**src/pll_sel_consts.vh**
```
// Purpose: Shared offsets, fields, reset values and timing for input select and fault monitor
// Assumes: 100 MHz register clock, 32-bit register data
// Notes:   Per-channel groups are indexed by address bits 3:2
`ifndef PLL_SEL_CONSTS_VH
`define PLL_SEL_CONSTS_VH

`define CLK_PERIOD_NS     10
`define LOCK_TIME_NS      2000
`define LOCK_CYC          (`LOCK_TIME_NS / `CLK_PERIOD_NS)
`define PREC_WIN_TICKS    500000
`define FAST_WIN_TICKS    1000
`define FAST_THR_COUNTS   4

`define REG_CTRL          8'h00
`define REG_MON_CFG       8'h04
`define REG_LOS_SENS      8'h08
`define REG_OOF_CFG       8'h0c
`define REG_STATUS        8'h10
`define REG_STICKY        8'h14
`define GRP_CH_CFG        4'h2
`define GRP_CH_STEP       4'h3
`define GRP_CH_STAT       4'h4
`define GRP_CH_OFFSET     4'h5

`define CTRL_EXT_REF      0
`define CTRL_KEEP_OUT     1
`define CTRL_PREDIV_LSB   8
`define CTRL_OOFREF_LSB   16
`define MON_REF_LOS_DIS   4
`define MON_PREC_DIS      8
`define MON_FAST_DIS      9
`define OOF_HYS_LSB       8
`define REFLOS_SENS_LSB   16
`define ST_REF_LOS        4
`define ST_OOF_LSB        8
`define ST_LOL_LSB        16
`define CH_AUTO           0
`define CH_MSEL_LSB       1
`define CH_REVERT         3
`define CH_HITLESS        4
`define CH_PRIO_LSB       8
`define CH_CMD_UP         30
`define CH_CMD_DOWN       31

`define CTRL_RESET        32'h0000_0000
`define MON_CFG_RESET     32'h0000_0000
`define LOS_SENS_RESET    32'h1010_1010
`define OOF_CFG_RESET     32'h0010_0302
`define CH_CFG_RESET      32'h0000_e401

`define MODE_FREERUN      4'b0001
`define MODE_ACQUIRE      4'b0010
`define MODE_LOCKED       4'b0100
`define MODE_HOLDOVER     4'b1000

`endif

```
**src/clock_monitor.v**
```verilog
// Purpose: Loss-of-signal and out-of-frequency monitor for one clock pin
// Assumes: Monitored clock well below half the register clock rate
// Notes:   Frequency is compared as edges per window of zero-ppm reference ticks
`timescale 1ns/100ps
`include "pll_sel_consts.vh"
module clock_monitor #(
  parameter PREC_WIN = `PREC_WIN_TICKS,
  parameter FAST_WIN = `FAST_WIN_TICKS,
  parameter CW       = 22
) (
  input  wire       clock_i,
  input  wire       rst_n_i,
  input  wire       clk_pin_i,
  input  wire       ref_tick_i,
  input  wire       los_dis_i,
  input  wire [7:0] los_sens_i,
  input  wire       prec_dis_i,
  input  wire       fast_dis_i,
  input  wire       oof_dis_i,
  input  wire [7:0] oof_thr_i,
  input  wire [7:0] oof_hys_i,
  output wire       edge_o,
  output reg        los_o,
  output wire       oof_o
);
  localparam [CW-1:0] PW = PREC_WIN[CW-1:0];
  localparam [CW-1:0] FW = FAST_WIN[CW-1:0];
  localparam [CW-1:0] FT = {{(CW-8){1'b0}}, 8'd `FAST_THR_COUNTS};

  reg          s1, s2, s3;
  reg [11:0]   gap;
  reg [CW-1:0] pw, pe, fw, fe, fprev;
  reg          poof, foof, fvalid;

  // s1 feeds only s2
  always @(posedge clock_i) begin
    if (!rst_n_i) begin
      s1 <= 1'b0;
      s2 <= 1'b0;
      s3 <= 1'b0;
    end else begin
      s1 <= clk_pin_i;
      s2 <= s1;
      s3 <= s2;
    end
  end
  assign edge_o = s2 & ~s3;

  wire [CW-1:0] pe_n = pe + {{(CW-1){1'b0}}, edge_o};
  wire [CW-1:0] fe_n = fe + {{(CW-1){1'b0}}, edge_o};
  wire [CW-1:0] pdev = (pe_n > PW) ? pe_n - PW : PW - pe_n;
  wire [CW-1:0] fdev = (fe_n > fprev) ? fe_n - fprev : fprev - fe_n;
  wire [CW-1:0] thr  = {{(CW-8){1'b0}}, oof_thr_i};
  wire [CW-1:0] hys  = {{(CW-8){1'b0}}, oof_hys_i};

  // Period watch: sensitivity is the gap allowed in 16-cycle units
  always @(posedge clock_i) begin
    if (!rst_n_i) begin
      gap   <= 12'h000;
      los_o <= 1'b0;
    end else begin
      if (edge_o)
        gap <= 12'h000;
      else if (gap != 12'hfff)
        gap <= gap + 12'h001;
      los_o <= !los_dis_i && !edge_o && (gap >= {los_sens_i, 4'h0});
    end
  end

  always @(posedge clock_i) begin
    if (!rst_n_i) begin
      pw     <= {CW{1'b0}};
      pe     <= {CW{1'b0}};
      poof   <= 1'b0;
      fw     <= {CW{1'b0}};
      fe     <= {CW{1'b0}};
      fprev  <= {CW{1'b0}};
      foof   <= 1'b0;
      fvalid <= 1'b0;
    end else begin
      if (ref_tick_i && pw == PW - 1'b1) begin
        pw <= {CW{1'b0}};
        pe <= {CW{1'b0}};
        if (pdev > thr)
          poof <= 1'b1;
        else if (pdev + hys <= thr)
          poof <= 1'b0;
      end else begin
        pw <= pw + {{(CW-1){1'b0}}, ref_tick_i};
        pe <= pe_n;
      end
      if (ref_tick_i && fw == FW - 1'b1) begin
        fw     <= {CW{1'b0}};
        fe     <= {CW{1'b0}};
        fprev  <= fe_n;
        fvalid <= 1'b1;
        foof   <= fvalid && (fdev > FT);
      end else begin
        fw <= fw + {{(CW-1){1'b0}}, ref_tick_i};
        fe <= fe_n;
      end
    end
  end

  assign oof_o = !oof_dis_i && ((poof && !prec_dis_i) || (foof && !fast_dis_i));
endmodule

```
**src/pll_input_select_fault_monitor.v**
```verilog
// Purpose: Per-channel input selection, step mode and input fault monitoring
// Assumes: Input and reference pins are asynchronous and slow versus clock_i
// Notes:   Channel loop dynamics are reduced to a fixed lock time
`timescale 1ns/100ps
`include "pll_sel_consts.vh"
module pll_input_select_fault_monitor #(
  parameter NCH      = 4,
  parameter FSW_W    = 24,
  parameter FO_W     = 32,
  parameter PREC_WIN = `PREC_WIN_TICKS,
  parameter FAST_WIN = `FAST_WIN_TICKS
) (
  input  wire                clock_i,
  input  wire                rst_n_i,
  input  wire [3:0]          clock_input_i,
  input  wire                ref_pin_i,
  input  wire [NCH-1:0]      freq_step_up_i,
  input  wire [NCH-1:0]      freq_step_down_i,
  input  wire [7:0]          reg_addr_i,
  input  wire [31:0]         reg_wdata_i,
  input  wire                reg_wr_i,
  input  wire                reg_rd_i,
  output reg  [31:0]         reg_rdata_o,
  output wire                crystal_ref_load_caps_en_o,
  output wire [NCH-1:0]      output_enable_o,
  output wire [NCH-1:0]      lock_lost_flag_o,
  output wire [4*NCH-1:0]    channel_mode_o,
  output wire [2*NCH-1:0]    selected_input_o,
  output wire [NCH-1:0]      phase_buildout_o,
  output wire [FO_W*NCH-1:0] freq_offset_o,
  output wire                ref_pin_signal_loss_o,
  output wire [3:0]          signal_loss_flag_o,
  output wire [3:0]          off_frequency_flag_o
);
  localparam [31:0] LOCK_CYC = `LOCK_CYC;

  reg  [31:0] ctrl, mon_cfg, los_sens, oof_cfg;
  reg  [31:0] sticky;
  reg  [7:0]  prediv_cnt;
  reg         ref_tick;
  reg  [NCH-1:0] up_s1, up_s2, up_s3, dn_s1, dn_s2, dn_s3;

  wire [3:0]  in_edge;
  wire        ref_edge;
  wire [3:0]  signal_loss_flag;
  wire [3:0]  off_frequency_flag;
  wire        ref_los;
  wire [NCH-1:0]      lock_lost_flag;
  wire [32*NCH-1:0]   cfg_flat;
  wire [FSW_W*NCH-1:0] fsw_flat;
  wire [31:0] status;
  wire [3:0]  valid = ~signal_loss_flag & ~off_frequency_flag;
  wire        wr_ctrl   = reg_wr_i && reg_addr_i == `REG_CTRL;
  wire        wr_sticky = reg_wr_i && reg_addr_i == `REG_STICKY;
  wire [3:0]  grp = reg_addr_i[7:4];
  wire [1:0]  sel_ch = reg_addr_i[3:2];

  // Highest priority is the lowest value; ties go to the lower input
  function [2:0] pick_best;
    input [3:0] v;
    input [7:0] p;
    integer     k;
    reg   [1:0] bp;
    begin
      pick_best = 3'b000;
      bp = 2'b11;
      for (k = 0; k < 4; k = k + 1) begin
        if (v[k] && (!pick_best[2] || p[2*k +: 2] < bp)) begin
          pick_best = {1'b1, k[1:0]};
          bp = p[2*k +: 2];
        end
      end
    end
  endfunction

  always @(posedge clock_i) begin
    if (!rst_n_i) begin
      ctrl     <= `CTRL_RESET;
      mon_cfg  <= `MON_CFG_RESET;
      los_sens <= `LOS_SENS_RESET;
      oof_cfg  <= `OOF_CFG_RESET;
    end else if (reg_wr_i) begin
      case (reg_addr_i)
        `REG_CTRL:     ctrl     <= reg_wdata_i;
        `REG_MON_CFG:  mon_cfg  <= reg_wdata_i;
        `REG_LOS_SENS: los_sens <= reg_wdata_i;
        `REG_OOF_CFG:  oof_cfg  <= reg_wdata_i;
        default:       ctrl     <= ctrl;
      endcase
    end
  end

  assign crystal_ref_load_caps_en_o = ~ctrl[`CTRL_EXT_REF];

  // Predivider restarts on rewrite so a new ratio takes effect cleanly
  always @(posedge clock_i) begin
    if (!rst_n_i || wr_ctrl) begin
      prediv_cnt <= 8'h00;
      ref_tick   <= 1'b0;
    end else begin
      ref_tick <= 1'b0;
      if (ref_edge) begin
        if (prediv_cnt >= ctrl[`CTRL_PREDIV_LSB +: 8]) begin
          prediv_cnt <= 8'h00;
          ref_tick   <= 1'b1;
        end else begin
          prediv_cnt <= prediv_cnt + 8'h01;
        end
      end
    end
  end

  reg zero_tick;
  always @* begin
    case (ctrl[`CTRL_OOFREF_LSB +: 3])
      3'h1:    zero_tick = in_edge[0];
      3'h2:    zero_tick = in_edge[1];
      3'h3:    zero_tick = in_edge[2];
      3'h4:    zero_tick = in_edge[3];
      default: zero_tick = ref_tick;
    endcase
  end

  genvar g;
  generate
    for (g = 0; g < 4; g = g + 1) begin : g_in
      clock_monitor #(
        .PREC_WIN (PREC_WIN),
        .FAST_WIN (FAST_WIN)
      ) u_mon (
        .clock_i    (clock_i),
        .rst_n_i    (rst_n_i),
        .clk_pin_i  (clock_input_i[g]),
        .ref_tick_i (zero_tick),
        .los_dis_i  (mon_cfg[g]),
        .los_sens_i (los_sens[8*g +: 8]),
        .prec_dis_i (mon_cfg[`MON_PREC_DIS]),
        .fast_dis_i (mon_cfg[`MON_FAST_DIS]),
        .oof_dis_i  (1'b0),
        .oof_thr_i  (oof_cfg[7:0]),
        .oof_hys_i  (oof_cfg[`OOF_HYS_LSB +: 8]),
        .edge_o     (in_edge[g]),
        .los_o      (signal_loss_flag[g]),
        .oof_o      (off_frequency_flag[g])
      );
    end
  endgenerate

  clock_monitor #(
    .PREC_WIN (PREC_WIN),
    .FAST_WIN (FAST_WIN)
  ) u_ref_mon (
    .clock_i    (clock_i),
    .rst_n_i    (rst_n_i),
    .clk_pin_i  (ref_pin_i),
    .ref_tick_i (1'b0),
    .los_dis_i  (mon_cfg[`MON_REF_LOS_DIS]),
    .los_sens_i (oof_cfg[`REFLOS_SENS_LSB +: 8]),
    .prec_dis_i (1'b1),
    .fast_dis_i (1'b1),
    .oof_dis_i  (1'b1),
    .oof_thr_i  (8'h00),
    .oof_hys_i  (8'h00),
    .edge_o     (ref_edge),
    .los_o      (ref_los),
    .oof_o      ()
  );

  assign signal_loss_flag_o    = signal_loss_flag;
  assign off_frequency_flag_o  = off_frequency_flag;
  assign ref_pin_signal_loss_o = ref_los;
  assign output_enable_o = {NCH{~(ref_los & ~ctrl[`CTRL_KEEP_OUT])}};

  assign status = {{(16-NCH){1'b0}}, lock_lost_flag, 4'h0, off_frequency_flag, 3'h0, ref_los, signal_loss_flag};

  // Set wins over a write-one clear in the same cycle
  always @(posedge clock_i) begin
    if (!rst_n_i)
      sticky <= 32'h0000_0000;
    else
      sticky <= (sticky & ~(wr_sticky ? reg_wdata_i : 32'h0000_0000)) | status;
  end

  always @(posedge clock_i) begin
    if (!rst_n_i) begin
      up_s1 <= {NCH{1'b0}};
      up_s2 <= {NCH{1'b0}};
      up_s3 <= {NCH{1'b0}};
      dn_s1 <= {NCH{1'b0}};
      dn_s2 <= {NCH{1'b0}};
      dn_s3 <= {NCH{1'b0}};
    end else begin
      up_s1 <= freq_step_up_i;
      up_s2 <= up_s1;
      up_s3 <= up_s2;
      dn_s1 <= freq_step_down_i;
      dn_s2 <= dn_s1;
      dn_s3 <= dn_s2;
    end
  end

  generate
    for (g = 0; g < NCH; g = g + 1) begin : g_ch
      reg  [31:0]      cfg;
      reg  [FSW_W-1:0] freq_step_word;
      reg  [3:0]       mode;
      reg  [1:0]       sel;
      reg  [31:0]      lock_cnt;
      reg              lost;
      reg              buildout;
      reg  [FO_W-1:0]  offset;
      wire             wr_cfg = reg_wr_i && grp == `GRP_CH_CFG && sel_ch == g;
      wire             wr_fsw = reg_wr_i && grp == `GRP_CH_STEP && sel_ch == g;
      wire [2:0]       best   = pick_best(valid, cfg[`CH_PRIO_LSB +: 8]);
      wire [1:0]       msel   = cfg[`CH_MSEL_LSB +: 2];
      wire             is_auto = cfg[`CH_AUTO];
      wire             keep   = valid[sel] && !cfg[`CH_REVERT] && !mode[0];
      wire             have   = is_auto ? (keep || best[2]) : ~signal_loss_flag[msel];
      wire [1:0]       want   = is_auto ? (keep ? sel : best[1:0]) : msel;
      wire             step_up = (up_s2[g] & ~up_s3[g]) | (wr_cfg & reg_wdata_i[`CH_CMD_UP]);
      wire             step_dn = (dn_s2[g] & ~dn_s3[g]) | (wr_cfg & reg_wdata_i[`CH_CMD_DOWN]);
      wire             can_step = mode == `MODE_FREERUN || mode == `MODE_LOCKED;
      reg  [3:0]       next_mode;

      always @* begin
        next_mode = mode;
        case (mode)
          `MODE_FREERUN:  if (have) next_mode = `MODE_ACQUIRE;
          `MODE_ACQUIRE:  if (!have) next_mode = `MODE_HOLDOVER;
                          else if (want == sel && lock_cnt >= LOCK_CYC - 1) next_mode = `MODE_LOCKED;
          `MODE_LOCKED:   if (!have) next_mode = `MODE_HOLDOVER;
                          else if (want != sel) next_mode = `MODE_ACQUIRE;
          `MODE_HOLDOVER: if (have) next_mode = `MODE_ACQUIRE;
          default:        next_mode = `MODE_FREERUN;
        endcase
      end

      always @(posedge clock_i) begin
        if (!rst_n_i) begin
          cfg      <= `CH_CFG_RESET;
          freq_step_word      <= {FSW_W{1'b0}};
          mode     <= `MODE_FREERUN;
          sel      <= 2'b00;
          lock_cnt <= 32'h0000_0000;
          lost     <= 1'b1;
          buildout <= 1'b0;
          offset   <= {FO_W{1'b0}};
        end else begin
          if (wr_cfg)
            cfg <= {2'b00, reg_wdata_i[29:0]};
          if (wr_fsw)
            freq_step_word <= reg_wdata_i[FSW_W-1:0];
          mode <= next_mode;
          if (have)
            sel <= want;
          // Lock time restarts whenever the selection moves
          if (next_mode != `MODE_ACQUIRE || want != sel)
            lock_cnt <= 32'h0000_0000;
          else
            lock_cnt <= lock_cnt + 32'h0000_0001;
          lost <= next_mode != `MODE_LOCKED;
          // Phase build-out for any switch made while locked, even when the old input has failed
          buildout <= cfg[`CH_HITLESS] && mode == `MODE_LOCKED && have && want != sel;
          if (can_step && step_up && !step_dn)
            offset <= offset + {{(FO_W-FSW_W){1'b0}}, freq_step_word};
          else if (can_step && step_dn && !step_up)
            offset <= offset - {{(FO_W-FSW_W){1'b0}}, freq_step_word};
        end
      end

      assign cfg_flat[32*g +: 32]          = cfg;
      assign fsw_flat[FSW_W*g +: FSW_W]    = freq_step_word;
      assign lock_lost_flag[g]                        = lost;
      assign lock_lost_flag_o[g]           = lost;
      assign channel_mode_o[4*g +: 4]      = mode;
      assign selected_input_o[2*g +: 2]    = sel;
      assign phase_buildout_o[g]           = buildout;
      assign freq_offset_o[FO_W*g +: FO_W] = offset;
    end
  endgenerate

  // Unmapped addresses read as zero
  always @(posedge clock_i) begin
    if (!rst_n_i) begin
      reg_rdata_o <= 32'h0000_0000;
    end else if (reg_rd_i) begin
      case (reg_addr_i)
        `REG_CTRL:     reg_rdata_o <= ctrl;
        `REG_MON_CFG:  reg_rdata_o <= mon_cfg;
        `REG_LOS_SENS: reg_rdata_o <= los_sens;
        `REG_OOF_CFG:  reg_rdata_o <= oof_cfg;
        `REG_STATUS:   reg_rdata_o <= status;
        `REG_STICKY:   reg_rdata_o <= sticky;
        default: begin
          if (sel_ch >= NCH)
            reg_rdata_o <= 32'h0000_0000;
          else if (grp == `GRP_CH_CFG)
            reg_rdata_o <= cfg_flat[32*sel_ch +: 32];
          else if (grp == `GRP_CH_STEP)
            reg_rdata_o <= {{(32-FSW_W){1'b0}}, fsw_flat[FSW_W*sel_ch +: FSW_W]};
          else if (grp == `GRP_CH_STAT)
            reg_rdata_o <= {24'h000000, lock_lost_flag[sel_ch], 1'b0, selected_input_o[2*sel_ch +: 2],
                            channel_mode_o[4*sel_ch +: 4]};
          else if (grp == `GRP_CH_OFFSET)
            reg_rdata_o <= freq_offset_o[FO_W*sel_ch +: 32];
          else
            reg_rdata_o <= 32'h0000_0000;
        end
      endcase
    end else begin
      reg_rdata_o <= 32'h0000_0000;
    end
  end
endmodule

```
**config.mk**
```make
export PLATFORM = sky130hd
export DESIGN_NAME = pll_input_select_fault_monitor
export DESIGN_NICKNAME = d
export VERILOG_FILES = /design/src/clock_monitor.v /design/src/pll_input_select_fault_monitor.v
export VERILOG_INCLUDE_DIRS = /design/src /design/src/src
export SDC_FILE = /design/constraint.sdc
export NUM_CORES = 2
export LEC_CHECK = 0
export ABC_CLOCK_PERIOD_IN_PS = 10900
export CAP_MARGIN = 10
export CORE_MARGIN = 2
export CORE_UTILIZATION = 32
export DETAILED_ROUTE_END_ITERATION = 10
export DONT_BUFFER_PORTS = 1
export PLACE_DENSITY_LB_ADDON = 0.08
export SLEW_MARGIN = 10
export SYNTH_ARGS = -nofsm -noshare
export SYNTH_HDL_FRONTEND = slang
export SYNTH_SLANG_ARGS = --single-unit
```
**constraint.sdc**
```tcl
create_clock -name clock_i -period 10.9 [get_ports clock_i]
set_input_delay 0.545 -clock clock_i [delete_from_list [all_inputs] [get_ports clock_i]]
set_output_delay 0.545 -clock clock_i [all_outputs]
set_load 0.01 [all_outputs]
```
==> results_dict.tcl <==
set metrics [dict create \
    grt_usage_pct 22.2 \
    swShare_pct 25.7 \
    net-switching-power_w 0.00294 \
    max_slew_margin_pct 14.2 \
    cts_buffers 163 \
    grt_max_degree 163 \
    firstDrtPassIters 6 \
    finish.utilization_pct 35.9 \
    drt-initial-drc-count 5735 \
    fp.coreArea_sq_um 243000 \
    viasPerCell 5.39 \
    setup_viol 0 \
    nets 10300 \
    synth_ff_type "dfxtp_1" \
    postCtsSetupRepairBufs 0 \
    timing.hold.ws_ps 94.9 \
    grt_pass1_wl_microns 429000 \
    powerDensity_nw_per_um2 131 \
    syn_nets 10500 \
    ant_nets 0 \
    layout-drive-gt1-share_pct 5.81 \
    cp-end-kind "register" \
    cp_top_family "simple AND/OR/NAND/NOR gates" \
    wire_per_inst_microns 21.8 \
    hold_viol_final 0 \
    antenna_found_initial 48 \
    ir_drop_uv 161 \
    p_seq_share_pct 41.4 \
    num_vias 70500 \
    ys_warn_count 0 \
    cts_resized 0 \
    final_cell_mix "nand2_1 (1,389), dfxtp_1 (1,261), nor2_1 (1,106)" \
    maxSlewViolCount 0 \
    crit_path_frequent_cell "ha_1" \
    multi_input_area_sq_um 49500 \
    fin_crit_sh_pct 65.2 \
    status "finished clean" \
    layout_min_cycle_time_ps 7110 \
    async_reset_ff_share_pct 0 \
    cts_sinks 1261 \
    max_freq_mhz 141 \
    yosysSeqAreaShare_pct 32.2 \
    syn2layout_area_growth_pct 11.5 \
    ios 263 \
    register_area_sq_um 25200 \
    maxCapViolCount 0 \
    gp_congestion 0.898 \
    die_y_microns 499 \
    crit_buf_inv 3 \
    cts_tree "built" \
    final_area_sq_um 87300 \
    post-route-drc-count 0 \
    dpl-instance-area_sq_um 80900 \
    cts_max_path_buffers 3 \
    fin_tns_setup_ps 0 \
    tightestPinTransition_ps 1270 \
    clk_latency_ps 850 \
    start_kind "register" \
    finClkSkew_ps 50.1 \
    grt.overflow.total 0 \
    fillers 25300 \
    cpPeakStageDelay_ps 540 \
    crit_type "reg -> reg" \
    htree_levels 4 \
    synth_cell_types 98 \
    cpMaxStageDelayCell "ha_1" \
    hp-class "in -> reg" \
    drt_wl_total_microns 285000 \
    synth_edf_count 0 \
    pwr-share-comb_pct 8.0 \
    synth_area_per_cell_sq_um 7.88 \
    p_clk_share_pct 50.6 \
    rows 181 \
    cts.clk_slew.worst_paths_ps 60 \
    numPortBuffers 0 \
    hpwl_microns 204000 \
    internal_power_w 0.00848 \
    syn_inst 9938 \
    grt_setup_unrepaired "false" \
    initial_core_util_pct 32.2 \
    required_ps 11570 \
    grt_pass1_vias 67000 \
    cts_root_buf "clkbuf_16" \
    mostFrequentLayoutCell "nand2_1" \
    netlist_area_sq_um 78300 \
    die_w_microns 499 \
    path_max_fanout 16 \
    leakagePower_nw 34.1 \
    ys_ff_latch 1261 \
    dieArea_sq_um 249000 \
    final.setup.worst_slack_ps 3790 \
    pre_cts_ws_ps 3330 \
    cts_hold_buf 58 \
    cp.arrival_ps 7780 \
]
cell type report:
class	instances	share of cell area, %
flip-flops and latches	1261	28.9
multi-input cells	7725	56.7
diodes	15	0.0430
repair buffers	129	1.37
clock buffers	234	5.40
clock inverters	63	1.14
well taps	3202	4.59
inverters	440	1.90
path summary, 6_finish.rpt:
| path | start | slack (ps) | endpoint | cells after the start |
|---|---|---|---|---|
| max | g_in[0].u_mon.s3 | 3790 | g_in[0].u_mon.foof | 25 |
| min | rst_n_i | 90 | g_ch[0].offset[28] | 2 |
| max reg2reg | g_in[0].u_mon.s3 | 3790 | g_in[0].u_mon.foof | 25 |
| min reg2reg | sticky[31] | 430 | sticky[31] | 2 |
flip-flops by register name (all words and copies together), names as in the netlist, 88 cells and up:
signal,cells
g_ch.lock_cnt,128
g_ch.offset,128
g_ch.cfg,120
g_ch.freq_step_word,96
g_in.u_mon.fe,88
g_in.u_mon.fprev,88
g_in.u_mon.fw,88
g_in.u_mon.pe,88
g_in.u_mon.pw,88
power groups by stage:
stage	Clock, W	Combinational [W]	Sequential (W)
final	0.00578	0.000911	0.00473
after global routing	0.00614	0.000997	0.00473
after CTS	0.00594	0.000909	0.00473
after detailed placement	0	0.000821	0.00483
after global placement	0	0.000816	0.00483
after floorplan	0	0.000664	0.00478
routing by layer:
layer	part of all wire [%]	wire, microns	global-route usage, %	vias up
met5	0.014	40	0	-
met4	3.4	9670	7.39	6
met3	6.8	19500	4.27	410
met2	43	124000	34.3	1963
met1	46	132000	30.9	33900
li1	-	-	-	34200
per-stage QoR:
stage	cells	total power [W]
floorplan	9938	0.00545
global placement	12700	0.00564
detailed placement	12700	0.00565
CTS	13100	0.0116
global route	13100	0.0119
finish	13100	0.0114
synth_stat cells (23+ instances only):
cell type	n	area [sq um]
o22ai_1	34	213
a21o_1	159	1190
or3_1	54	338
a31oi_1	78	488
nand2b_1	103	644
o21bai_1	57	428
a211oi_1	101	758
xor2_1	384	3360
a21oi_1	944	4720
or4_1	32	240
mux4_2	99	2230
nand3_1	352	1760
nand2_1	1394	5230
nor4_1	99	619
nand4_1	149	932
and3_1	152	951
buf_4	28	210
mux2_2	23	259
nor2b_1	123	769
nor2_1	1121	4210
clkbuf_1	431	1620
and2_1	82	513
a221oi_1	24	210
and4_1	31	272
or2_2	33	206
buf_1	33	124
nor3_1	149	746
a22oi_1	65	488
dfxtp_1	1261	25200
o31ai_1	45	338
mux2i_1	112	1120
o21ai_0	302	1510
o21a_1	44	330
xnor2_1	494	4330
ha_1	515	6440
inv_1	439	1650
o211ai_1	46	345
cell families (layout without fill, tap and decap cells):
group	after synthesis	in the layout	share of synthesized area, %
fa+ha+maj	532	532	8.65
other cells	0	15	0
mux	234	234	4.61
buf+inv	952	866	4.74
xor+xnor	881	881	9.88
compound gates	2114	2114	16.6
simple gates	3964	3964	23.3
flops	1261	1261	32.2
(Power assumes the default switching activity.)
